--- config.mk ---
export PLATFORM = sky130hd
export DESIGN_NAME = fl_erase_suspend_ctl
export DESIGN_NICKNAME = d
export VERILOG_FILES = /design/src/fl_pkg.sv /design/src/fl_erase_suspend_ctl.sv /design/src/fl_countdown.sv /design/src/fl_frame_rx.sv
export VERILOG_INCLUDE_DIRS = /design/src
export SDC_FILE = /design/constraint.sdc
export NUM_CORES = 1
export LEC_CHECK = 0
export BUFFER_PORTS_ARGS = -buffer_cell sky130_fd_sc_hd__buf_4
export CAP_MARGIN = 5
export CORE_MARGIN = 2
export CORE_UTILIZATION = 66
export DETAILED_ROUTE_END_ITERATION = 10
export PLACE_DENSITY = 0.85
export SLEW_MARGIN = 20
export SYNTH_ARGS = -nofsm -noshare
export SYNTH_HDL_FRONTEND = slang
export SYNTH_SLANG_ARGS = --single-unit
export TNS_END_PERCENT = 20
--- constraint.sdc ---
create_clock -name clk -period 7 [get_ports clk]
set_input_delay 1.4 -clock clk [delete_from_list [all_inputs] [get_ports clk]]
set_output_delay 1.4 -clock clk [all_outputs]
set_load 0.005 [all_outputs]
--- src/fl_consts.svh ---
/*
 Named constants for the erase / suspend / sleep / identity command block.
 Assumes it is included by bare name from every design file that needs it.
*/
`ifndef FL_CONSTS_SVH
`define FL_CONSTS_SVH

// ==========================================================
// opcodes
`define FL_OP_FULL_ERASE_A  8'hC7
`define FL_OP_FULL_ERASE_B  8'h60
`define FL_OP_SUSPEND       8'h75
`define FL_OP_RESUME        8'h7A
`define FL_OP_SLEEP         8'hB9
`define FL_OP_WAKE_ID       8'hAB
`define FL_OP_MFR_DEV_ID    8'h90
`define FL_OP_STATUS_WRITE  8'h01
`define FL_OP_STATUS_READ   8'h05
`define FL_OP_SECTOR_ERASE  8'h20
`define FL_OP_BLOCK32_ERASE 8'h52
`define FL_OP_BLOCK64_ERASE 8'hD8
`define FL_OP_SECREG_ERASE  8'h44
`define FL_OP_PAGE_PROG     8'h02
`define FL_OP_QUAD_PROG     8'h32
`define FL_OP_SECREG_PROG   8'h42

// ==========================================================
// framing
`define FL_OPCODE_BITS      6'h08
`define FL_BITCNT_MAX       6'h3F
`define FL_BYTEIDX_MAX      3'h7
`define FL_ID_DATA_IDX      3'h3
`define FL_STEP_SINGLE      3'h1
`define FL_STEP_QUAD        3'h4
`define FL_OE_NONE          4'hF
`define FL_OE_SINGLE        4'hD
`define FL_OE_QUAD          4'h0
`define FL_BP_NONE          3'h0
`define FL_BP_ALL           3'h7

// ==========================================================
// timing
`define FL_CNT_W                32
`define FL_CLK_PERIOD_NS        4
`define FL_NS_PER_US            1000
`define FL_NS_PER_MS            1000000
`define FL_FULL_ERASE_TIME_MS   10
`define FL_PAUSE_LATENCY_US     20
`define FL_SLEEP_ENTRY_TIME_US  3
`define FL_WAKE_TIME_US         3
`define FL_WAKE_WITH_ID_TIME_US 2

// ==========================================================
// identity (values arbitrary)
`define FL_MANUF_ID         8'h5A
`define FL_DEVICE_ID        8'h3C

`endif

--- src/fl_pkg.sv ---
/*
 Types shared by the command block.
 Assumes nothing of its surroundings.
*/
package fl_pkg;
   // ==========================================================
   // power mode
   typedef enum logic [1:0] {PWR_AWAKE, PWR_ENTER, PWR_ASLEEP, PWR_WAKE} fl_pwr_t;
endpackage : fl_pkg

--- src/fl_erase_suspend_ctl.sv ---
/*
 Command block for full erase, suspend/resume, sleep/wake and identity reads.
 Assumes neighbouring command blocks drive extBusy/extIsErase for their own
 self-timed cycles, freeze while pausedOperationFlag is high, honour cmdGrant
 and own the write enable latch, clearing it on writeEnableLatchClear.
*/
`timescale 1ns/1ns
`include "fl_consts.svh"

module fl_erase_suspend_ctl #(
   parameter logic [7:0]  MANUF_ID      = `FL_MANUF_ID,  // value arbitrary
   parameter logic [7:0]  DEVICE_ID     = `FL_DEVICE_ID, // value arbitrary
   parameter int unsigned FULL_ERASE_MS = `FL_FULL_ERASE_TIME_MS,
   parameter int unsigned PAUSE_US      = `FL_PAUSE_LATENCY_US,
   parameter int unsigned SLEEP_US      = `FL_SLEEP_ENTRY_TIME_US,
   parameter int unsigned WAKE_US       = `FL_WAKE_TIME_US,
   parameter int unsigned WAKE_ID_US    = `FL_WAKE_WITH_ID_TIME_US,
   parameter int unsigned ERASE_CYC     = FULL_ERASE_MS * `FL_NS_PER_MS / `FL_CLK_PERIOD_NS,
   parameter int unsigned PAUSE_CYC     = PAUSE_US * `FL_NS_PER_US / `FL_CLK_PERIOD_NS,
   parameter int unsigned SLEEP_CYC     = SLEEP_US * `FL_NS_PER_US / `FL_CLK_PERIOD_NS,
   parameter int unsigned WAKE_CYC      = WAKE_US * `FL_NS_PER_US / `FL_CLK_PERIOD_NS,
   parameter int unsigned WAKE_ID_CYC   = WAKE_ID_US * `FL_NS_PER_US / `FL_CLK_PERIOD_NS
) (
   input  wire logic       clk,
   input  wire logic       srst,
   input  wire logic       csN,
   input  wire logic       sclk,
   input  wire logic [3:0] ioIn,
   output logic      [3:0] ioOut,
   output logic      [3:0] ioOeN,
   input  wire logic       quadMode,
   input  wire logic       writeEnableLatch,
   input  wire logic       protectComplement,
   input  wire logic       blockProtectBit2,
   input  wire logic       blockProtectBit1,
   input  wire logic       blockProtectBit0,
   input  wire logic       extBusy,
   input  wire logic       extIsErase,
   output logic            busy,
   output logic            pausedOperationFlag,
   output logic            pauseIsErase,
   output logic            suspendPulse,
   output logic            resumePulse,
   output logic            writeEnableLatchClear,
   output logic            fullEraseActive,
   output logic            fullEraseDone,
   output logic            asleep,
   output logic            cmdStrobe,
   output logic      [7:0] cmdByte,
   output logic            cmdGrant
);
   logic            frameStart, frameEnd, frameExact8, sclkFall, byteStb;
   logic      [7:0] byteVal;
   logic      [2:0] byteIdx;
   logic      [7:0] op_q, opNow;
   logic            opSeen_q, opStb, oneByteEnd;
   logic            ceBusy, ceDone, pauseDone, sleepDone, wakeDone;
   logic            sus_q, pauseIsErase_q, pauseElapsed_q;
   logic            busyNow, awake, idle, protectAny;
   logic            ceGo, susGo, resGo, sleepGo, wakeGo;
   fl_pkg::fl_pwr_t pwr_q;
   logic            busy_q, suspendPulse_q, resumePulse_q, welClear_q;
   logic            ceDone_q, ceActive_q, cmdStrobe_q, cmdGrant_q;
   logic      [7:0] cmdByte_q;
   logic            txOn_q, txSel_q, txStart, selNow, txWrap, idOk;
   logic      [7:0] txSh_q, txCur, selByte;
   logic      [2:0] txCnt_q, cntNow, txCntNext, step;
   logic      [3:0] ioOut_q, ioOeN_q;

   // ==========================================================
   // opcode decoding
   function automatic logic fnFullErase(input logic [7:0] op);
      return (op == `FL_OP_FULL_ERASE_A) || (op == `FL_OP_FULL_ERASE_B);
   endfunction : fnFullErase

   function automatic logic fnEraseOp(input logic [7:0] op);
      return fnFullErase(op) || (op == `FL_OP_SECTOR_ERASE) ||
             (op == `FL_OP_BLOCK32_ERASE) || (op == `FL_OP_BLOCK64_ERASE) ||
             (op == `FL_OP_SECREG_ERASE);
   endfunction : fnEraseOp

   function automatic logic fnProgOp(input logic [7:0] op);
      return (op == `FL_OP_PAGE_PROG) || (op == `FL_OP_QUAD_PROG) ||
             (op == `FL_OP_SECREG_PROG);
   endfunction : fnProgOp

   // opcodes refused while an erase or a program stands paused
   function automatic logic fnPauseForbid(input logic [7:0] op, input logic paused,
                                          input logic isErase);
      return paused && ((op == `FL_OP_STATUS_WRITE) ||
                        (isErase ? fnEraseOp(op) : fnProgOp(op)));
   endfunction : fnPauseForbid

   // ==========================================================
   // receiver and timers
   fl_frame_rx uRx (
      .clk        (clk),
      .srst       (srst),
      .csN        (csN),
      .sclk       (sclk),
      .ioIn       (ioIn),
      .quadMode   (quadMode),
      .frameStart (frameStart),
      .frameEnd   (frameEnd),
      .frameExact8(frameExact8),
      .sclkFall   (sclkFall),
      .byteStb    (byteStb),
      .byteVal    (byteVal),
      .byteIdx    (byteIdx)
   );

   fl_countdown uErase (.clk(clk), .srst(srst), .start(ceGo),
      .startVal(`FL_CNT_W'(ERASE_CYC)), .cancel(1'b0), .busy(ceBusy), .done(ceDone));

   fl_countdown uPause (.clk(clk), .srst(srst), .start(susGo),
      .startVal(`FL_CNT_W'(PAUSE_CYC)), .cancel(resGo), .busy(), .done(pauseDone));

   fl_countdown uSleep (.clk(clk), .srst(srst), .start(sleepGo),
      .startVal(`FL_CNT_W'(SLEEP_CYC)), .cancel(1'b0), .busy(), .done(sleepDone));

   // WAKE_ID_CYC replaces WAKE_CYC when dummies followed, i.e. identity was read
   fl_countdown uWake (.clk(clk), .srst(srst), .start(wakeGo),
      .startVal(frameExact8 ? `FL_CNT_W'(WAKE_CYC) : `FL_CNT_W'(WAKE_ID_CYC)),
      .cancel(1'b0), .busy(), .done(wakeDone));

   // ==========================================================
   // opcode capture
   assign opStb = byteStb && (byteIdx == 3'h0);
   // chip select may rise in the same cycle the opcode strobe appears
   assign opNow = opStb ? byteVal : op_q;
   // one-byte commands act only when exactly eight bits preceded chip select
   assign oneByteEnd = frameEnd && frameExact8;

   always_ff @(posedge clk) begin
      if (srst) begin
         op_q     <= '0;
         opSeen_q <= 1'b0;
      end else if (frameStart) begin
         opSeen_q <= 1'b0;
      end else if (opStb) begin
         op_q     <= byteVal;
         opSeen_q <= 1'b1;
      end
   end

   // ==========================================================
   // status and acceptance terms
   // a paused neighbour cycle reads idle only once the pause latency has run
   assign busyNow    = ceBusy || (extBusy && !pauseElapsed_q);
   assign awake      = (pwr_q == fl_pkg::PWR_AWAKE);
   assign idle       = awake && !busyNow;
   assign protectAny = protectComplement ?
      ({blockProtectBit2, blockProtectBit1, blockProtectBit0} != `FL_BP_ALL) :
      ({blockProtectBit2, blockProtectBit1, blockProtectBit0} != `FL_BP_NONE);

   assign ceGo    = oneByteEnd && fnFullErase(opNow) && idle && writeEnableLatch &&
                    !protectAny && !fnPauseForbid(opNow, sus_q, pauseIsErase_q);
   assign susGo   = oneByteEnd && (opNow == `FL_OP_SUSPEND) && awake && !sus_q &&
                    busyNow && extBusy && !ceBusy;
   assign resGo   = oneByteEnd && (opNow == `FL_OP_RESUME) && awake && sus_q &&
                    !busyNow;
   assign sleepGo = oneByteEnd && (opNow == `FL_OP_SLEEP) && idle;
   assign wakeGo  = frameEnd && (pwr_q == fl_pkg::PWR_ASLEEP) && (opSeen_q || opStb) &&
                    (opNow == `FL_OP_WAKE_ID);

   // ==========================================================
   // pause flag
   always_ff @(posedge clk) begin
      if (srst) begin
         sus_q          <= 1'b0;
         pauseIsErase_q <= 1'b0;
         pauseElapsed_q <= 1'b0;
      end else if (susGo) begin
         sus_q          <= 1'b1;
         pauseIsErase_q <= extIsErase;
         pauseElapsed_q <= 1'b0;
      end else if (resGo) begin
         sus_q          <= 1'b0;
         pauseElapsed_q <= 1'b0;
      end else if (pauseDone) begin
         pauseElapsed_q <= 1'b1;
      end
   end

   // ==========================================================
   // power mode
   always_ff @(posedge clk) begin
      if (srst) begin
         pwr_q <= fl_pkg::PWR_AWAKE;
      end else begin
         case (pwr_q)
            fl_pkg::PWR_AWAKE: begin
               if (sleepGo) begin
                  pwr_q <= fl_pkg::PWR_ENTER;
               end
            end
            fl_pkg::PWR_ENTER: begin
               if (sleepDone) begin
                  pwr_q <= fl_pkg::PWR_ASLEEP;
               end
            end
            fl_pkg::PWR_ASLEEP: begin
               if (wakeGo) begin
                  pwr_q <= fl_pkg::PWR_WAKE;
               end
            end
            fl_pkg::PWR_WAKE: begin
               // everything is ignored until the wake time has run
               if (wakeDone) begin
                  pwr_q <= fl_pkg::PWR_AWAKE;
               end
            end
            default: begin
               pwr_q <= fl_pkg::PWR_AWAKE;
            end
         endcase
      end
   end

   // ==========================================================
   // command report to neighbouring blocks
   always_ff @(posedge clk) begin
      if (srst) begin
         cmdStrobe_q <= 1'b0;
         cmdByte_q   <= '0;
         cmdGrant_q  <= 1'b0;
      end else begin
         cmdStrobe_q <= opStb;
         if (opStb) begin
            cmdByte_q  <= byteVal;
            cmdGrant_q <= awake && !fnPauseForbid(byteVal, sus_q, pauseIsErase_q) &&
                          (!busyNow || (byteVal == `FL_OP_STATUS_READ) ||
                           (byteVal == `FL_OP_SUSPEND));
         end
      end
   end

   // ==========================================================
   // status outputs and pulses
   always_ff @(posedge clk) begin
      if (srst) begin
         busy_q         <= 1'b0;
         suspendPulse_q <= 1'b0;
         resumePulse_q  <= 1'b0;
         welClear_q     <= 1'b0;
         ceDone_q       <= 1'b0;
         ceActive_q     <= 1'b0;
      end else begin
         busy_q         <= busyNow;
         suspendPulse_q <= susGo;
         resumePulse_q  <= resGo;
         welClear_q     <= ceDone;
         ceDone_q       <= ceDone;
         ceActive_q     <= ceBusy;
      end
   end

   // ==========================================================
   // identity shifter
   assign step   = quadMode ? `FL_STEP_QUAD : `FL_STEP_SINGLE;
   assign idOk   = ((op_q == `FL_OP_WAKE_ID) && (idle || pwr_q == fl_pkg::PWR_ASLEEP)) ||
                   ((op_q == `FL_OP_MFR_DEV_ID) && idle);
   assign txStart = byteStb && (byteIdx == `FL_ID_DATA_IDX) && idOk && !txOn_q;
   // address bit zero set swaps the order, starting with the device byte
   assign selNow  = txStart ? byteVal[0] : txSel_q;
   assign selByte = ((op_q == `FL_OP_MFR_DEV_ID) && !selNow) ? MANUF_ID : DEVICE_ID;
   assign cntNow  = txStart ? 3'h0 : txCnt_q;
   assign txCur   = (cntNow == 3'h0) ? selByte : txSh_q;
   assign txCntNext = cntNow + step;
   assign txWrap  = (txCntNext == 3'h0);

   always_ff @(posedge clk) begin
      if (srst || frameEnd) begin
         txOn_q  <= 1'b0;
         txSel_q <= 1'b0;
         txSh_q  <= '0;
         txCnt_q <= '0;
         ioOut_q <= '0;
         ioOeN_q <= `FL_OE_NONE;
      end else begin
         if (txStart) begin
            txOn_q  <= 1'b1;
            txCnt_q <= 3'h0;
            txSel_q <= byteVal[0];
         end
         if (sclkFall && (txOn_q || txStart)) begin
            // falling edges, msb first; the byte repeats or alternates
            ioOut_q <= quadMode ? txCur[7:4] : {2'b00, txCur[7], 1'b0};
            ioOeN_q <= quadMode ? `FL_OE_QUAD : `FL_OE_SINGLE;
            txSh_q  <= quadMode ? {txCur[3:0], 4'h0} : {txCur[6:0], 1'b0};
            txCnt_q <= txCntNext;
            txSel_q <= (txWrap && op_q == `FL_OP_MFR_DEV_ID) ? !selNow : selNow;
         end
      end
   end

   // ==========================================================
   // outputs
   assign ioOut                 = ioOut_q;
   assign ioOeN                 = ioOeN_q;
   assign busy                  = busy_q;
   assign pausedOperationFlag   = sus_q;
   assign pauseIsErase          = pauseIsErase_q;
   assign suspendPulse          = suspendPulse_q;
   assign resumePulse           = resumePulse_q;
   assign writeEnableLatchClear = welClear_q;
   assign fullEraseActive       = ceActive_q;
   assign fullEraseDone         = ceDone_q;
   assign asleep                = (pwr_q != fl_pkg::PWR_AWAKE);
   assign cmdStrobe             = cmdStrobe_q;
   assign cmdByte               = cmdByte_q;
   assign cmdGrant              = cmdGrant_q;
endmodule : fl_erase_suspend_ctl

--- src/fl_countdown.sv ---
/*
 Loadable countdown for self-timed intervals.
 Assumes start values of at least one.
*/
`timescale 1ns/1ns
`include "fl_consts.svh"

module fl_countdown (
   input  wire logic                 clk,
   input  wire logic                 srst,
   input  wire logic                 start,
   input  wire logic [`FL_CNT_W-1:0] startVal,
   input  wire logic                 cancel,
   output logic                      busy,
   output logic                      done
);
   logic [`FL_CNT_W-1:0] cnt_q;
   logic                 done_q;

   // ==========================================================
   // counter
   always_ff @(posedge clk) begin
      if (srst || cancel) begin
         cnt_q <= '0;
      end else if (start) begin
         cnt_q <= startVal;
      end else if (cnt_q != '0) begin
         cnt_q <= cnt_q - 1'b1;
      end
   end

   always_ff @(posedge clk) begin
      if (srst) begin
         done_q <= 1'b0;
      end else begin
         done_q <= (cnt_q == `FL_CNT_W'(1)) && !start && !cancel;
      end
   end

   assign busy = (cnt_q != '0);
   assign done = done_q;
endmodule : fl_countdown

--- src/fl_frame_rx.sv ---
/*
 Serial frame receiver: edges of chip select and serial clock, byte assembly.
 Assumes pins synchronous to clk and serial clock at most a quarter of clk.
*/
`timescale 1ns/1ns
`include "fl_consts.svh"

module fl_frame_rx (
   input  wire logic       clk,
   input  wire logic       srst,
   input  wire logic       csN,
   input  wire logic       sclk,
   input  wire logic [3:0] ioIn,
   input  wire logic       quadMode,
   output logic            frameStart,
   output logic            frameEnd,
   output logic            frameExact8,
   output logic            sclkFall,
   output logic            byteStb,
   output logic [7:0]      byteVal,
   output logic [2:0]      byteIdx
);
   logic       csPrev_q, sclkPrev_q, sclkRise, byteStb_q;
   logic [7:0] sh_q, sh_d, byteVal_q;
   logic [5:0] bitCnt_q;
   logic [2:0] byteCnt_q, byteIdx_q, step, posNext;

   assign sclkRise    = !csN && sclk && !sclkPrev_q;
   assign sclkFall    = !csN && !sclk && sclkPrev_q;
   assign frameStart  = csPrev_q && !csN;
   assign frameEnd    = !csPrev_q && csN;
   assign frameExact8 = (bitCnt_q == `FL_OPCODE_BITS);
   assign step        = quadMode ? `FL_STEP_QUAD : `FL_STEP_SINGLE;
   assign posNext     = bitCnt_q[2:0] + step;
   // msb first, one or four bits per rising edge
   assign sh_d        = quadMode ? {sh_q[3:0], ioIn} : {sh_q[6:0], ioIn[0]};

   // ==========================================================
   // pin edges
   always_ff @(posedge clk) begin
      if (srst) begin
         csPrev_q   <= 1'b1;
         sclkPrev_q <= 1'b0;
      end else begin
         csPrev_q   <= csN;
         sclkPrev_q <= sclk;
      end
   end

   // ==========================================================
   // bit and byte assembly
   always_ff @(posedge clk) begin
      if (srst || frameStart) begin
         sh_q     <= '0;
         bitCnt_q <= '0;
      end else if (sclkRise) begin
         sh_q     <= sh_d;
         bitCnt_q <= (bitCnt_q > `FL_BITCNT_MAX - step) ? `FL_BITCNT_MAX
                                                        : bitCnt_q + {3'h0, step};
      end
   end

   always_ff @(posedge clk) begin
      if (srst) begin
         byteStb_q <= 1'b0;
         byteVal_q <= '0;
         byteIdx_q <= '0;
         byteCnt_q <= '0;
      end else begin
         byteStb_q <= 1'b0;
         if (frameStart) begin
            byteCnt_q <= '0;
         end else if (sclkRise && posNext == 3'h0) begin
            byteStb_q <= 1'b1;
            byteVal_q <= sh_d;
            byteIdx_q <= byteCnt_q;
            if (byteCnt_q != `FL_BYTEIDX_MAX) begin
               byteCnt_q <= byteCnt_q + 1'b1;
            end
         end
      end
   end

   assign byteStb = byteStb_q;
   assign byteVal = byteVal_q;
   assign byteIdx = byteIdx_q;
endmodule : fl_frame_rx

After elaboration in Yosys (flattened, before gate mapping)
Index checks and enable logic that the tools add are counted.

Add/sub/neg operators: 9. Multiply operators: 0. Div/mod/pow operators: 0. Order comparisons: 1. Equality and inequality tests: 43. Shifts and indexed selects: 0. Muxes and demuxes: 34. Bitwise logic cells: 1. Reduce and logical (&&, ||, !) cells: 116.

Operators with widths (count): == test 32 x 1 -> 1 bit, second input constant (4); nonzero test 32 bit (4); subtractor 32 x 1 -> 32 bit, second input constant (4); == test 8 x 7 -> 1 bit, second input constant (11); == test 8 bit, second input constant (8); two-way mux 32 bit (2); logical AND 1 bit (48); two-way mux 22 bit (2); == test 8 x 6 -> 1 bit, second input constant (4); two-way mux 8 bit (4); two-way mux 10 bit (3); logical OR 1 bit (26); two-way mux 13 bit (2); logical NOT 1 bit (18); == test 8 x 1 -> 1 bit, second input constant (2); == test 8 x 2 -> 1 bit, second input constant (2); logical NOT 3 bit (4); nonzero test 2 bit (6); two-way mux 1 bit (9); two-way mux 3 bit (3); == test 8 x 3 -> 1 bit, second input constant (1); two-way mux 2 bit (4); two-way mux 4 bit (2); != test 2 x 1 -> 1 bit, second input constant (4); 20 further kinds (27).

Bits in registers: 212. Latch bits: 0. RAM bits: 0. Bits in read-only memories: 0. Input port bits: 16. Output and inout bits: 27. Word-level logic and storage cells: 243. Memories: 0.

Logic depth before layout (Yosys ltp)
Depth after elaboration: 16. Depth in mapped cells: 17. Mapped depth without buffers: 17.

Hierarchy
Synthesis repeated with hierarchy kept, for this count alone.

Cell total of the unflattened synthesis: 1379. Area, all modules: 11538.6 um^2.

By module, submodules not included: fl_countdown at uErase ... (times used 3, cells each 219, area an instance 1823.0 um^2, sequential area each 660.6 um^2); fl_erase_suspend_ctl (times used 1, cells each 344, area an instance 2681.3 um^2, sequential area each 920.9 um^2); fl_countdown at uWake (times used 1, cells each 231, area an instance 1940.6 um^2, sequential area each 660.6 um^2); fl_frame_rx (times used 1, cells each 147, area an instance 1447.6 um^2, sequential area each 600.6 um^2).

Worst setup path after synthesis
Ideal clock, no wire load.

Kind: in2reg. Start: input csN. End: register pwr_q[1]. Setup time: 0.128 ns. Arrival: 3.468 ns. Required time: 6.872 ns. Slack: 3.405 ns. Stages: 9. Path buffers: 1. Cells stage by stage: nor2b_1 -> or4b_1 -> a21o_1 -> nand2b_1 -> or4_1 -> buf_6 -> a221oi_4 -> mux2i_1 -> nor2_1.

Cells in the longest elaborated chain, start to end: 6. Elaborated cells on any way between the ends: 10. Those cells by class: eq/ne (2); reduce/logical (8).

Ends and longest elaborated chain: start, declared (line fl_erase_suspend_ctl.sv:26) `input wire logic csN,`; logical AND 1 bit (*) (line fl_frame_rx.sv:31) `assign frameEnd = !csPrev_q && csN;`; logical AND 1 bit (on tied branches) (line fl_erase_suspend_ctl.sv:163, fl_erase_suspend_ctl.sv:132); logical AND 1 bit (on tied branches) (2 in series) (line fl_erase_suspend_ctl.sv:163, fl_erase_suspend_ctl.sv:162); != test 2 x 1 -> 1 bit (no source line); AND reduction 4 bit (no source line) (*); end signal, assigned (line fl_erase_suspend_ctl.sv:189) `pwr_q <= fl_pkg::PWR_AWAKE;`; end signal, assigned (line fl_erase_suspend_ctl.sv:194) `pwr_q <= fl_pkg::PWR_ENTER;`; end signal, assigned (line fl_erase_suspend_ctl.sv:199) `pwr_q <= fl_pkg::PWR_ASLEEP;`; end, declared (line fl_erase_suspend_ctl.sv:61) `fl_pkg::fl_pwr_t pwr_q;`.

Every way passes the cells marked *; elsewhere a longest branch is shown, timed or not. A chain may end at the register's enable or synchronous reset.

Worst setup path in the final report
Start: register uErase.cnt_q[17]. End: register txSel_q.

Cells in the longest elaborated chain, start to end: 15. Elaborated cells on any way between the ends: 20. Those cells by class: add/sub (1); mux (4); reduce/logical (15).

Ends and longest elaborated chain: start, declared (line fl_countdown.sv:17) `` logic [`FL_CNT_W-1:0] cnt_q; ``; start signal, assigned (line fl_countdown.sv:26) `cnt_q <= startVal;`; start signal, assigned (line fl_countdown.sv:28) `cnt_q <= cnt_q - 1'b1;`; nonzero test 32 bit (*) (line fl_countdown.sv:40) `assign busy = (cnt_q != '0);`; logical OR 1 bit (*) (line fl_erase_suspend_ctl.sv:149) `assign busyNow = ceBusy || (extBusy && !pauseElapsed_q);`; logical NOT 1 bit (*) (line fl_erase_suspend_ctl.sv:151) `assign idle = awake && !busyNow;`; logical AND 1 bit (*) (line fl_erase_suspend_ctl.sv:151); logical OR 1 bit (line fl_erase_suspend_ctl.sv:261) `` assign idOk = ((op_q == `FL_OP_WAKE_ID) && (idle || pwr_q == fl_pkg::PWR_ASLEEP)) || ``; logical AND 1 bit (line fl_erase_suspend_ctl.sv:261); logical OR 1 bit (*) (line fl_erase_suspend_ctl.sv:261); logical AND 1 bit (*) (2 in series) (line fl_erase_suspend_ctl.sv:263) `` assign txStart = byteStb && (byteIdx == `FL_ID_DATA_IDX) && idOk && !txOn_q; ``; two-way mux 3 bit; adder 3 bit (line fl_erase_suspend_ctl.sv:269) `assign txCntNext = cntNow + step;`; logical NOT 3 bit (line fl_erase_suspend_ctl.sv:270) `assign txWrap = (txCntNext == 3'h0);`; logical AND 1 bit (no source line); two-way mux 1 bit (line fl_erase_suspend_ctl.sv:292) `` txSel_q <= (txWrap && op_q == `FL_OP_MFR_DEV_ID) ? !selNow : selNow; ``; two-way mux 1 bit (*) (line fl_erase_suspend_ctl.sv:286) `if (sclkFall && (txOn_q || txStart)) begin`; end signal, assigned (line fl_erase_suspend_ctl.sv:284) `txSel_q <= byteVal[0];`; end signal, assigned (line fl_erase_suspend_ctl.sv:292); end, declared (line fl_erase_suspend_ctl.sv:65) `logic txOn_q, txSel_q, txStart, selNow, txWrap, idOk;`.

Marked as above.

==> results.ini <==
[power]
clock_power_share_pct = 22.3
intPower_mw = 3.11
power_density_nw_per_um2 = 470
switching_power_mw = 1.98
vdd_drop_max_v = 0.000337
p_leak_nw = 4.19
swShare_pct = 38.9
seqPwrFrac_pct = 35.4
pwr-share-comb_pct = 42.4

[run]
cap_violations = 0

[floorplanning]
ios = 43
die_h_um = 126
start_util_pct = 67.5
core.rowCount = 44
die-area_um2 = 15800
core-area_um2 = 14500
die_x_um = 126

[layout]
post-route-util_pct = 74.9
n_antenna_cell = 0
final_nets = 1213
layout_common_cells = dfxtp_1, nor2_1, nand2_1
syn2layout_area_growth_pct = 11.0
seqCellArea_um2 = 4160
stdcell_count = 1374
drive_above_1_share_pct = 8.57
final_common_cell = dfxtp_1
nFillCells = 1064
design_area_um2 = 10900
multi_input_area_um2 = 5290

[sta]
fin_setup_tns_ps = 0
slew_viol_final = 0
holdWs_ps = 451
final_period_minus_worst_setup_slack_ps = 4050
tightest_slew_ps = 986
rsz0062_at_grt = false
hold_viol_final = 0
slew_headroom_pct = 34.3
fin_skew_ps = 12.5
fmax_ghz = 0.247
fin_crit_sh_pct = 57.9
setup_violations = 0

[placed_design]
dp_hpwl_um = 14100
gp_congestion = 0.886
port_buffers = 42
place_inst = 1335
place_area_um2 = 10100

[run_status]
outcome = finished, final reports clean

[clock_network]
cts.clk_slew.worst_paths_ps = 60
ctsHoldBuffers = 0
h-tree-depth = 1
insertion_delay_ps = 490
cts.path.max_buffers = 3
cts_root_buffer = clkbuf_16
numClockSinks = 208
cts_tree = done
cts_buffers = 22
post_cts_resize_count = 0
cts_setup_buffers = 0

[route]
post_drt_wl_per_cell_um = 15.2
routed_wl_um = 20900
drc = 0
vias = 8166
routed_via_density = 5.94
ant_nets = 0
drtPass1Iterations = 5
drt_iter0_drc = 661

[synthesis]
yosysWarnings = 0
synth_nets = 1197
netlist-cell-type-count = 64
syn_area_um2 = 9780
ys_ff_latch = 208
postSynthCellCount = 1159
synth_area_per_cell_um2 = 8.44
async_flop_share_pct = 0
synth_flop_cell = dfxtp_1
synth_edf_count = 0
seq_area_frac_synth_pct = 42.6

[grt]
grt_util_met3_pct = 3.53
globalRouteMet1Util_pct = 34.8
grt_overflow = 0
met2_usage_pct = 45.7
antenna_found_initial = 0
grtUsageTotal_pct = 26.5
grt_max_degree = 54
grt_pass1_vias = 8019
grt_first_pass_wirelength_um = 36400
grt.busiest_layer = met2

[setup_path]
cp_slowest_cell = or4_1
worstPathRequired_ps = 7380
cp_slowest_stage_delay_ps = 670
crit_top_cell = nand2_1
crit_chain = or4_1, nor4b_1, nand2_1, o32ai_2, nand2_1, and2_1, ha_1, ha_1, xor2_1, xnor2_1, nand2_1, o41ai_1, nand4_1, xnor2_1, nor2_1
worstSetupPathType = reg -> reg
cp.arrival_ps = 4430
rr_worst_depth = 15
end_kind = flip-flop
worstSetupStartpointType = flip-flop
cp_max_fo = 6

[hold_path]
hold_depth = 2
min_path_type = reg -> reg

-- Yosys cell counts, drive strengths merged (2+ instances only) --
master / n / share of area (%)
dfxtp: 208 / 43
nor2: 188 / 7.2
nand2: 103 / 4.0
a21oi: 81 / 4.1
xnor2: 58 / 5.2
xor2: 53 / 4.7
nor3: 45 / 2.4
clkbuf: 40 / 1.5
nand3: 32 / 1.6
inv: 28 / 1.1
nor4: 28 / 2.0
o21ai: 25 / 1.3
or4: 23 / 1.9
ha: 22 / 2.8
or3: 20 / 1.3
a211oi: 18 / 1.4
mux2i: 17 / 1.7
nand2b: 17 / 1.1
buf: 14 / 0.86
nand3b: 14 / 1.1
nor2b: 13 / 0.83
and2: 9 / 0.58
nand4: 9 / 0.58
o41ai: 9 / 0.81
a31oi: 7 / 0.45
nor3b: 7 / 0.54
nor4b: 6 / 0.67
o22ai: 6 / 0.38
o31ai: 6 / 0.46
a21o: 5 / 0.38
and3: 5 / 0.32
and4b: 5 / 0.51
or2: 5 / 0.32
nand4b: 4 / 0.36
or3b: 3 / 0.27
or4b: 3 / 0.31
a41o: 2 / 0.20
and4: 2 / 0.18
o2111ai: 2 / 0.24
o211ai: 2 / 0.15
o21a: 2 / 0.15
-- cell type report --
type	instances	area share, %
tap	184	2.12
timing repair buffer	46	3.18
clock buffer	31	5.95
sequential	208	38.4
clock inverter	8	0.623
inverter	28	0.969
multi-input combinational	869	48.8
-- routing by layer --
layer	up-vias	share of wire (%)
met5	-	0
met1	3870	46
met4	0	2.0
li1	4067	-
met2	188	48
met3	41	3.8
-- final timing paths --
kind / slack (ps) / startpoint / to
setup / recovery: 2950 / uErase.cnt_q[17] / txSel_q
hold / removal: 450 / uPause.done / pauseElapsed_q
setup reg to reg: 2950 / uErase.cnt_q[17] / txSel_q
hold reg to reg: 450 / uPause.done / pauseElapsed_q
-- state kept, by name, summed over array words and instances, names as in the netlist, 2 cells and up --
register and count:
uSleep.cnt_q 32, txCnt_q 3, pwr_q 2, cmdByte 8, uRx.sh_q 7, uErase.cnt_q 32, uRx.bitCnt_q 6, uRx.byteCnt_q 3
uWake.cnt_q 32, op_q 8, txSh_q 6, uPause.cnt_q 32, uRx.byteVal 8, uRx.byteIdx 3, ioOut 4, ioOeN 2
-- power by group through the flow --
stage,logic (mW),clock network (mW),registers [mW]
2_1_floorplan,1.78,0,1.75
3_3_place_gp,2.05,0,1.79
3_5_place_dp,2.12,0,1.81
4_1_cts,2.15,1.15,1.80
5_1_grt,2.44,1.20,1.85
6_report,2.16,1.13,1.80
-- kinds of logic (layout without fill, tap and decap cells) --
logic type | Yosys count | in the layout | share of synthesized area (%)
simple gates | 542 | 542 | 28.0
flops | 208 | 208 | 42.6
compound gates | 177 | 177 | 11.4
xor+xnor | 111 | 111 | 9.94
buf+inv | 82 | 113 | 3.47
fa+ha+maj | 22 | 22 | 2.81
mux | 17 | 17 | 1.74
-- per-stage QoR --
stage | total power [mW] | setup slack [ps]
2_1_floorplan | 3.52 | 3400
3_3_place_gp | 3.84 | 2740
3_5_place_dp | 3.93 | 2600
4_1_cts | 5.10 | 2980
5_1_grt | 5.48 | 2600
6_report | 5.10 | 2950
-- critical path: cells and delay by family (launching register included) --
family / cells / cell delay (ps)
AOI/OAI and AO/OA: 2 / 580
xor gates and xnor gates: 3 / 640
adders and majority gates: 2 / 370
DFF: 1 / 330
and+or+nand+nor: 8 / 2010
Note: power is estimated with default switching activity, not from simulation.
